## config.mk

```make
export PLATFORM = sky130hd
export DESIGN_NAME = sar_adc_comparator_control
export DESIGN_NICKNAME = d
export VERILOG_FILES = /design/src/include/adc_ctrl_pkg.sv /design/src/logic/mcycle_tick.sv /design/src/logic/sar_adc_comparator_control.sv
export VERILOG_INCLUDE_DIRS = /design/src /design/src/include
export SDC_FILE = /design/constraint.sdc
export NUM_CORES = 1
export LEC_CHECK = 0
export BUFFER_PORTS_ARGS = -buffer_cell sky130_fd_sc_hd__buf_4
export CORE_ASPECT_RATIO = 2
export CORE_MARGIN = 5
export CORE_UTILIZATION = 56
export CTS_CLUSTER_DIAMETER = 80
export CTS_CLUSTER_SIZE = 30
export DETAILED_ROUTE_END_ITERATION = 12
export PLACE_DENSITY = 0.8
export SETUP_SLACK_MARGIN = 0.3
export SYNTH_ARGS = -nofsm -noshare
export SYNTH_HDL_FRONTEND = slang
export SYNTH_SLANG_ARGS = --single-unit
```

## constraint.sdc

```tcl
create_clock -name CLK -period 4.55 [get_ports CLK]
set_input_delay 0.91 -clock CLK [delete_from_list [all_inputs] [get_ports CLK]]
set_output_delay 0.91 -clock CLK [all_outputs]
set_load 0.005 [all_outputs]
```

## src/include/adc_ctrl_params.svh

```systemverilog
`ifndef ADC_CTRL_PARAMS_SVH
`define ADC_CTRL_PARAMS_SVH

// register word offsets on the avalon slave (word aligned)
`define OFS_MODE_CTRL 4'h0
`define OFS_INPUT_SEL 4'h1
`define OFS_INT_CTRL 4'h2
`define OFS_CMD 4'h3
`define OFS_CPU_REGS 4'h4
`define OFS_COMPARE 4'h5
`define OFS_RESULT 4'h6
`define OFS_STATUS 4'h7

// field positions
`define MODE_CMP_BIT 3
`define INT_SEL_BIT 2
`define CMD_START_BIT 0
`define CMD_SKIP_BIT 1
`define CMD_LOADCMP_BIT 2
`define CMD_MOVLO_BIT 3
`define CMD_MOVHI_BIT 4
`define CMD_INTACK_BIT 5

// reset values
`define MODE_CTRL_RST 4'h0
`define INPUT_SEL_RST 3'h0
`define INT_CTRL_RST 4'h0

// timing in machine cycles
`define CONV_CYCLES 62
`define CMP_CYCLES 8
`define CONV_BITS 10

`endif

```

## src/include/adc_ctrl_pkg.sv

```systemverilog
package adc_ctrl_pkg;
  typedef enum logic [1:0] {ST_IDLE, ST_CONV, ST_CMP} phase_e;
  typedef logic [9:0] result_t;
endpackage

```

## src/logic/mcycle_tick.sv

```systemverilog
// machine-cycle strobe: one clk pulse every DIV clocks
module mcycle_tick #(
  parameter int DIV = 4
) (
  input wire logic clk,
  input wire logic arst_n,
  input wire logic restart,
  output logic tick
);
  logic [7:0] cnt_ff;

  always_ff @(posedge clk or negedge arst_n)
  begin
    if (!arst_n)
    begin
      cnt_ff <= 8'h00;
      tick <= 1'b0;
    end
    else if (restart)
    begin
      // realign so the first machine cycle after a start is a whole one
      cnt_ff <= (DIV == 1) ? 8'h00 : 8'h01;
      tick <= (DIV == 1);
    end
    else
    begin
      tick <= (cnt_ff == 8'(DIV - 1));
      if (cnt_ff == 8'(DIV - 1))
        cnt_ff <= 8'h00;
      else
        cnt_ff <= cnt_ff + 8'h01;
    end
  end
endmodule

```

## src/logic/sar_adc_comparator_control.sv

```systemverilog
`include "adc_ctrl_params.svh"
// How it works
// - conversion start loads result register with msb set, rest clear
// - ten trials, msb down to bit zero
// - keep bit when dac below input
// - conversion ends 62 machine cycles after start
// - done sets flag; interrupt request only when int ctrl bit 2 is set
// - mode bit 3 high selects comparator
// - load: aux high nibble, acc low
// - compare register kept across modes
// - compare register access only in comparator mode
// - comparator dac code is compare register
// - comparator flag set when input below dac
// - int ctrl bit picks interrupt or skip
// - flag cleared by interrupt or skip
// - comparison ends 8 machine cycles after start
// - low move: two lsbs to acc top
// - high move: top nibble aux, middle acc
// - flag may spuriously set; skip clears it
// - mode bit 3 low selects conversion
// - conversion dac code is result register
// - three-bit select picks one of eight inputs
module sar_adc_comparator_control #(
  parameter int MCYC_DIV = 4,
  parameter int CONV_CYC = `CONV_CYCLES,
  parameter int CMP_CYC = `CMP_CYCLES
) (
  input wire logic CLK,
  input wire logic ARST_N,
  input wire logic [3:0] AVS_ADDRESS,
  input wire logic AVS_READ,
  input wire logic AVS_WRITE,
  input wire logic [31:0] AVS_WRITEDATA,
  input wire logic [3:0] AVS_BYTEENABLE,
  output logic [31:0] AVS_READDATA,
  output logic AVS_WAITREQUEST,
  input wire logic CMP_IN_ABOVE,
  output logic [9:0] DAC_CODE,
  output logic DAC_WIDE,
  output logic [2:0] ANALOG_INPUT_SEL,
  output logic CONV_IRQ,
  output logic BUSY
);
  logic tick;
  logic cmp_s1_ff, cmp_s2_ff, cmp_s3_ff, cmp_ff;
  logic [3:0] mode_ff;
  logic [2:0] sel_ff;
  logic [3:0] intc_ff;
  logic [3:0] acc_ff, aux_ff;
  logic [7:0] compare_ff;
  adc_ctrl_pkg::result_t result_ff;
  adc_ctrl_pkg::phase_e phase_ff;
  logic [6:0] cyc_ff;
  logic [3:0] bit_ff;
  logic flag_ff;
  logic ack_ff;
  logic wr_go, rd_go;
  logic cmd_start, cmd_skip, cmd_intack;
  logic conv_done, cmp_done, set_flag, clr_flag;
  logic trial_edge;
  logic [31:0] nxt_rdata;

  // a free-running divider would make the window up to one machine cycle short
  mcycle_tick #(.DIV(MCYC_DIV)) u_tick (.clk(CLK), .arst_n(ARST_N), .restart(cmd_start), .tick(tick));

  // byte lane 0 enables every register write
  function automatic logic hit(input logic [3:0] ofs);
    hit = wr_go && (AVS_ADDRESS == ofs) && AVS_BYTEENABLE[0];
  endfunction

  function automatic logic is_cmp_mode(input logic [3:0] m);
    is_cmp_mode = m[`MODE_CMP_BIT];
  endfunction

  // one wait cycle per access, answer on the second edge
  assign wr_go = AVS_WRITE && !ack_ff;
  assign rd_go = AVS_READ && !ack_ff;

  always_ff @(posedge CLK or negedge ARST_N)
  begin
    if (!ARST_N)
      ack_ff <= 1'b0;
    else
      ack_ff <= (AVS_READ || AVS_WRITE) && !ack_ff;
  end

  always_ff @(posedge CLK or negedge ARST_N)
  begin
    if (!ARST_N)
      AVS_WAITREQUEST <= 1'b1;
    else
      AVS_WAITREQUEST <= !((AVS_READ || AVS_WRITE) && !ack_ff);
  end

  // comparator output from the analog side: three stages, agree on last two
  always_ff @(posedge CLK or negedge ARST_N)
  begin
    if (!ARST_N)
    begin
      cmp_s1_ff <= 1'b0;
      cmp_s2_ff <= 1'b0;
      cmp_s3_ff <= 1'b0;
      cmp_ff <= 1'b0;
    end
    else
    begin
      cmp_s1_ff <= CMP_IN_ABOVE;
      cmp_s2_ff <= cmp_s1_ff;
      cmp_s3_ff <= cmp_s2_ff;
      if (cmp_s2_ff == cmp_s3_ff)
        cmp_ff <= cmp_s3_ff;
    end
  end

  // process form so the bus signals read inside hit() are in the sensitivity
  always_comb
  begin
    cmd_start = hit(`OFS_CMD) && AVS_WRITEDATA[`CMD_START_BIT] && (phase_ff == adc_ctrl_pkg::ST_IDLE);
    cmd_skip = hit(`OFS_CMD) && AVS_WRITEDATA[`CMD_SKIP_BIT];
    cmd_intack = hit(`OFS_CMD) && AVS_WRITEDATA[`CMD_INTACK_BIT];
  end

  // mode writes ignored while busy protects the running trial
  always_ff @(posedge CLK or negedge ARST_N)
  begin
    if (!ARST_N)
    begin
      mode_ff <= `MODE_CTRL_RST;
      sel_ff <= `INPUT_SEL_RST;
      intc_ff <= `INT_CTRL_RST;
    end
    else
    begin
      if (hit(`OFS_MODE_CTRL) && phase_ff == adc_ctrl_pkg::ST_IDLE)
        mode_ff <= AVS_WRITEDATA[3:0];
      if (hit(`OFS_INPUT_SEL))
        sel_ff <= AVS_WRITEDATA[2:0];
      if (hit(`OFS_INT_CTRL))
        intc_ff <= AVS_WRITEDATA[3:0];
    end
  end

  // cpu working registers a and b; moves from the result land here
  always_ff @(posedge CLK or negedge ARST_N)
  begin
    if (!ARST_N)
    begin
      acc_ff <= 4'h0;
      aux_ff <= 4'h0;
    end
    else if (hit(`OFS_CMD) && AVS_WRITEDATA[`CMD_MOVLO_BIT])
      acc_ff <= {result_ff[1:0], 2'b00};
    else if (hit(`OFS_CMD) && AVS_WRITEDATA[`CMD_MOVHI_BIT])
    begin
      aux_ff <= result_ff[9:6];
      acc_ff <= result_ff[5:2];
    end
    else if (hit(`OFS_CPU_REGS))
    begin
      acc_ff <= AVS_WRITEDATA[3:0];
      aux_ff <= AVS_WRITEDATA[7:4];
    end
  end

  // compare register survives mode changes
  always_ff @(posedge CLK or negedge ARST_N)
  begin
    if (!ARST_N)
      compare_ff <= 8'h00;
    else if (hit(`OFS_CMD) && AVS_WRITEDATA[`CMD_LOADCMP_BIT] && is_cmp_mode(mode_ff))
      compare_ff <= {aux_ff, acc_ff};
  end

  // trial latched at the end of every sixth machine cycle of the window, at cyc_ff 2, 8, ..., 56
  assign trial_edge = tick && (phase_ff == adc_ctrl_pkg::ST_CONV)
    && (cyc_ff != 7'h00) && ((7'(CONV_CYC) - cyc_ff) % 7'(CONV_CYC / `CONV_BITS) == 7'h00)
    && (bit_ff != 4'hf);
  assign conv_done = tick && (phase_ff == adc_ctrl_pkg::ST_CONV) && (cyc_ff == 7'(CONV_CYC - 1));
  assign cmp_done = tick && (phase_ff == adc_ctrl_pkg::ST_CMP) && (cyc_ff == 7'(CMP_CYC - 1));

  always_ff @(posedge CLK or negedge ARST_N)
  begin
    if (!ARST_N)
    begin
      phase_ff <= adc_ctrl_pkg::ST_IDLE;
      cyc_ff <= 7'h00;
    end
    else if (cmd_start)
    begin
      phase_ff <= is_cmp_mode(mode_ff) ? adc_ctrl_pkg::ST_CMP : adc_ctrl_pkg::ST_CONV;
      cyc_ff <= 7'h00;
    end
    else if (conv_done || cmp_done)
      phase_ff <= adc_ctrl_pkg::ST_IDLE;
    else if (tick && phase_ff != adc_ctrl_pkg::ST_IDLE)
      cyc_ff <= cyc_ff + 7'h01;
  end

  // successive approximation; bit_ff counts down, 4'hf means all done
  always_ff @(posedge CLK or negedge ARST_N)
  begin
    if (!ARST_N)
    begin
      result_ff <= 10'h000;
      bit_ff <= 4'hf;
    end
    else if (cmd_start && !is_cmp_mode(mode_ff))
    begin
      result_ff <= 10'h200;
      bit_ff <= 4'h9;
    end
    else if (trial_edge)
    begin
      if (cmp_ff)
        result_ff[bit_ff] <= 1'b0;
      if (bit_ff != 4'h0)
        result_ff[bit_ff - 4'h1] <= 1'b1;
      bit_ff <= bit_ff - 4'h1;
    end
  end

  // dac above input (cmp_ff) means input below comparison voltage
  assign set_flag = conv_done || (cmp_done && cmp_ff);
  assign clr_flag = (cmd_skip && flag_ff && !intc_ff[`INT_SEL_BIT])
    || (cmd_intack && intc_ff[`INT_SEL_BIT]);

  // set wins over a clear in the same cycle
  always_ff @(posedge CLK or negedge ARST_N)
  begin
    if (!ARST_N)
      flag_ff <= 1'b0;
    else if (set_flag)
      flag_ff <= 1'b1;
    else if (clr_flag)
      flag_ff <= 1'b0;
  end

  always_ff @(posedge CLK or negedge ARST_N)
  begin
    if (!ARST_N)
    begin
      CONV_IRQ <= 1'b0;
      DAC_CODE <= 10'h000;
      DAC_WIDE <= 1'b1;
      ANALOG_INPUT_SEL <= 3'h0;
      BUSY <= 1'b0;
    end
    else
    begin
      CONV_IRQ <= (set_flag || (flag_ff && !clr_flag)) && intc_ff[`INT_SEL_BIT];
      DAC_CODE <= is_cmp_mode(mode_ff) ? {compare_ff, 2'b00} : result_ff;
      DAC_WIDE <= !is_cmp_mode(mode_ff);
      ANALOG_INPUT_SEL <= sel_ff;
      BUSY <= (phase_ff != adc_ctrl_pkg::ST_IDLE) && !conv_done && !cmp_done || cmd_start;
    end
  end

  always_comb
  begin
    nxt_rdata = 32'h0000_0000;
    unique case (AVS_ADDRESS)
      `OFS_MODE_CTRL: nxt_rdata[3:0] = mode_ff;
      `OFS_INPUT_SEL: nxt_rdata[2:0] = sel_ff;
      `OFS_INT_CTRL: nxt_rdata[3:0] = intc_ff;
      `OFS_CPU_REGS: nxt_rdata[7:0] = {aux_ff, acc_ff};
      `OFS_COMPARE: nxt_rdata[7:0] = is_cmp_mode(mode_ff) ? compare_ff : 8'h00;
      `OFS_RESULT: nxt_rdata[9:0] = result_ff;
      `OFS_STATUS: nxt_rdata[2:0] = {cmp_ff, phase_ff != adc_ctrl_pkg::ST_IDLE, flag_ff};
      default: nxt_rdata = 32'h0000_0000;
    endcase
  end

  always_ff @(posedge CLK or negedge ARST_N)
  begin
    if (!ARST_N)
      AVS_READDATA <= 32'h0000_0000;
    else if (rd_go)
      AVS_READDATA <= nxt_rdata;
  end
endmodule

```

==> flow_metrics.py <==
metrics = {
    "die": {
        "coreArea_um2": 8951,
        "die_h_um": 145.2,
        "initial_core_util_pct": 57.16,
        "die_w_um": 77.59,
        "rows": 49,
        "io_pins": 94,
        "dieArea_um2": 11260,
    },
    "power_and_ir_drop": {
        "leakage_nw": 2.556,
        "ir_drop_mv": 0.3030,
        "combPwrFrac_pct": 6.6,
        "clkPwrFrac_pct": 45.2,
        "powerDensity_nw_per_um2": 322.0,
        "intPower_w": 0.001402,
        "power.switching_w": 0.0004354,
        "swShare_pct": 23.70,
        "seqPwrFrac_pct": 48.2,
    },
    "clock_network": {
        "clk_pin_slew_ns": 0.07,
        "ctsHtreeMaxLevel": 3,
        "cts-root-buf": "clkbuf_16",
        "cts_setup_buffers": 0,
        "cts_buffer_depth": 2,
        "tritoncts": "built",
        "cts_made_buffers": 9,
        "clock_latency_ns": 0.35,
        "clock-sinks": 92,
        "hold_buffers": 0,
    },
    "worst_setup_path": {
        "path_buf_inv": 1,
        "path_cells": "ha_2 -> nand2_1 -> nor4_1 -> o22ai_1 -> a22oi_1 -> a21o_1 -> ha_1 -> or2_2 -> a41o_1 -> o32a_1 -> buf_4 -> nor4_1 -> o22ai_1",
        "crit_required_ns": 4.75,
        "cp-end-kind": "register",
        "crit_fanout": 14,
        "crit_path_start_kind": "register",
        "crit_family": "simple AND/OR/NAND/NOR gates",
        "arrival_ns": 4.13,
        "worstSetupPathType": "register to register",
        "slowest_delay_ns": 0.60,
        "cp_slowest_cell": "dfrtp_1",
    },
    "global_route": {
        "grt_pass1_wl_mm": 20.83,
        "grt_remaining_overflow": 0,
        "grt_usage_pct": 22.74,
        "antenna_found_initial": 0,
        "grt_max_degree": 67,
        "grt_pass1_vias": 4135,
    },
    "synthesis": {
        "syn_area_per_cell_um2": 9.599,
        "synthCells": 533,
        "synthFlopType": "dfrtp_1",
        "yosysSeqAreaShare_pct": 45.15,
        "async_flop_share_pct": 100.0,
        "synth_edf_count": 0,
        "synth-warning-count": 0,
        "ys_types": 61,
        "netlist_area_um2": 5116,
        "ys_ff_latch": 92,
    },
    "layout": {
        "drive_above_1_share_pct": 19.33,
        "num_antenna_cells": 0,
        "most-common-layout-cells": "86 x dfrtp_1, 66 x nand2_1, 49 x buf_4",
        "area_delta_synth_final_pct": 11.54,
        "fillers": 744,
        "layout_commonest_cell": "dfrtp_1",
        "finalNetCount": 615,
    },
    "route": {
        "wire_per_inst_um": 18.90,
        "postRouteAntennaNets": 0,
        "vias": 4141,
        "drtIter0Drc": 334,
        "drt-vias-per-instance": 6.218,
        "wl_mm": 12.59,
        "route.detailed.drc": 0,
        "drt_first_pass_iters": 5,
    },
    "sta": {
        "hold_viol": 0,
        "slew_viol_final": 0,
        "skew_ns": 0.007972,
        "tightestPinTransition_ns": 1.175,
        "setup_viol": 0,
        "timing.hold.ws_ns": 0.3587,
        "fmax_mhz": 254.3,
        "rsz0062_at_grt": "no",
        "finalCritPeriodShare_pct": 86.42,
        "slew_headroom_pct": 20.87,
        "fin_crit_ns": 3.932,
        "setup_tns_ns": 0,
    },
    "min_path": {
        "hold_path_class": "register to register",
    },
    "status": {
        "status": "finished, final reports clean",
    },
    "placed_design": {
        "dpl.hpwl_mm": 8.831,
        "gp_congestion": 0.9229,
        "port_buffers": 44,
    },
    "flow_run": {
        "drv_cap": 0,
    },
}
[cell usage after synthesis, types with 3 or more instances]
library cell | n | area share, %
nor3b_1 | 4 | 0.59
nor2_1 | 32 | 2.3
nor3_1 | 12 | 1.2
nand3b_1 | 3 | 0.44
a22oi_1 | 5 | 0.73
ha_1 | 11 | 2.7
mux2_2 | 29 | 6.4
xor2_1 | 5 | 0.86
nand2_1 | 66 | 4.8
nor2b_1 | 6 | 0.73
a32oi_1 | 3 | 0.51
o22ai_1 | 12 | 1.5
dfstp_2 | 6 | 3.1
dfrtp_1 | 86 | 42
clkbuf_1 | 22 | 1.6
mux2i_1 | 10 | 2.0
a222oi_1 | 6 | 1.2
buf_2 | 8 | 0.78
o21ai_0 | 29 | 2.8
nand3_1 | 18 | 1.8
xnor2_1 | 5 | 0.86
nand2b_1 | 8 | 0.98
a211oi_1 | 5 | 0.73
nor4b_1 | 8 | 1.4
buf_4 | 23 | 3.4
a21o_1 | 7 | 1.0
a31oi_1 | 8 | 0.98
nand4_1 | 5 | 0.61
inv_1 | 14 | 1.0
and3_1 | 7 | 0.86
a22o_1 | 5 | 0.86
a21oi_1 | 15 | 1.5
or2_2 | 4 | 0.49
nor4_1 | 7 | 0.86
or3_1 | 4 | 0.49
[worst reg2reg max path, cell delays in order, from the launching register on]
cell and delay [ns]:
dfrtp_1 0.60, ha_2 0.43, nand2_1 0.16, nor4_1 0.44, o22ai_1 0.16, a22oi_1 0.22, a21o_1 0.14, ha_1 0.22
or2_2 0.27, a41o_1 0.20, o32a_1 0.20, buf_4 0.19, nor4_1 0.40, o22ai_1 0.15
[layout make-up]
class,count,area [µm²],area share (%)
Multi-Input combinational cell,393,2517,44.11
Sequential cell,92,2310,40.47
Timing Repair Buffer,49,367.9,6.446
Clock buffer,9,225.2,3.947
Tap cell,102,127.6,2.236
Clock inverter,7,106.4,1.864
Inverter,14,52.55,0.9209
[path summary, 6_finish.rpt]
path                            from           end  slack (ns)  depth (start not counted)
min in group asynchronous     ARST_N     cmp_s1_ff        0.66                          1
min reg2reg                cmp_s1_ff     cmp_s2_ff        0.36                          0
max                        cyc_ff[0]  result_ff[5]        0.62                         13
min                        cmp_s1_ff     cmp_s2_ff        0.36                          0
max reg2reg                cyc_ff[0]  result_ff[5]        0.62                         13
max in group asynchronous     ARST_N  result_ff[4]        3.02                          2
[through the flow]
stage	setup WS, ns	util [%]	total power (W)	cells	cell area (µm²)
finish	0.6179	63.75	0.001837	666	5707
global route	0.4061	63.75	0.001905	666	5707
CTS	0.5743	63.73	0.001845	666	5704
detailed placement	0.6342	60.02	0.001021	650	5373
global placement	0.6618	60.02	0.001015	650	5373
floorplan	1.320	-	0.0009699	554	5195
[power groups by stage]
stage          Sequential (W)  Combinational (W)  Clock [W]
6_report             0.000886           0.000121   0.000830
4_1_cts              0.000886           0.000122   0.000837
3_5_place_dp         0.000901           0.000120          0
5_1_grt              0.000892           0.000137   0.000876
3_3_place_gp         0.000899           0.000116          0
2_1_floorplan        0.000893          0.0000772          0
[registers in the layout, indices dropped and copies added (netlist names), 4 cells and up]
name and cells:
AVS_READDATA 10, DAC_CODE 10, aux_ff 4, intc_ff 4, bit_ff 4, u_tick.cnt_ff 8
acc_ff 4, cyc_ff 7, result_ff 10, mode_ff 4, compare_ff 8
[layer usage]
layer	global-route usage, %	vias up	share of wire, %
li1	-	1925	-
met1	26.56	2021	37
met2	39.74	162	55
met3	3.164	33	5.3
met4	11.19	0	3.5
met5	0	-	0
[logic make-up (layout without fill, tap and decap cells)]
family / Yosys count / in the layout / synth area share, %
fa+ha+maj: 12 / 12 / 2.886
buf+inv: 69 / 79 / 7.239
compound gates: 113 / 113 / 14.75
xor+xnor: 11 / 11 / 2.030
simple gates: 196 / 196 / 19.54
other cells: 1 / 22 / 0.07330
mux: 39 / 39 / 8.339
flops: 92 / 92 / 45.15
[repair_timing]
action,in CTS,in global routing
gates resized for setup,0,1
setup endpoints to repair,0,6
endpoints found under the hold margin,0,0
Note: power is estimated with default switching activity, not from simulation.
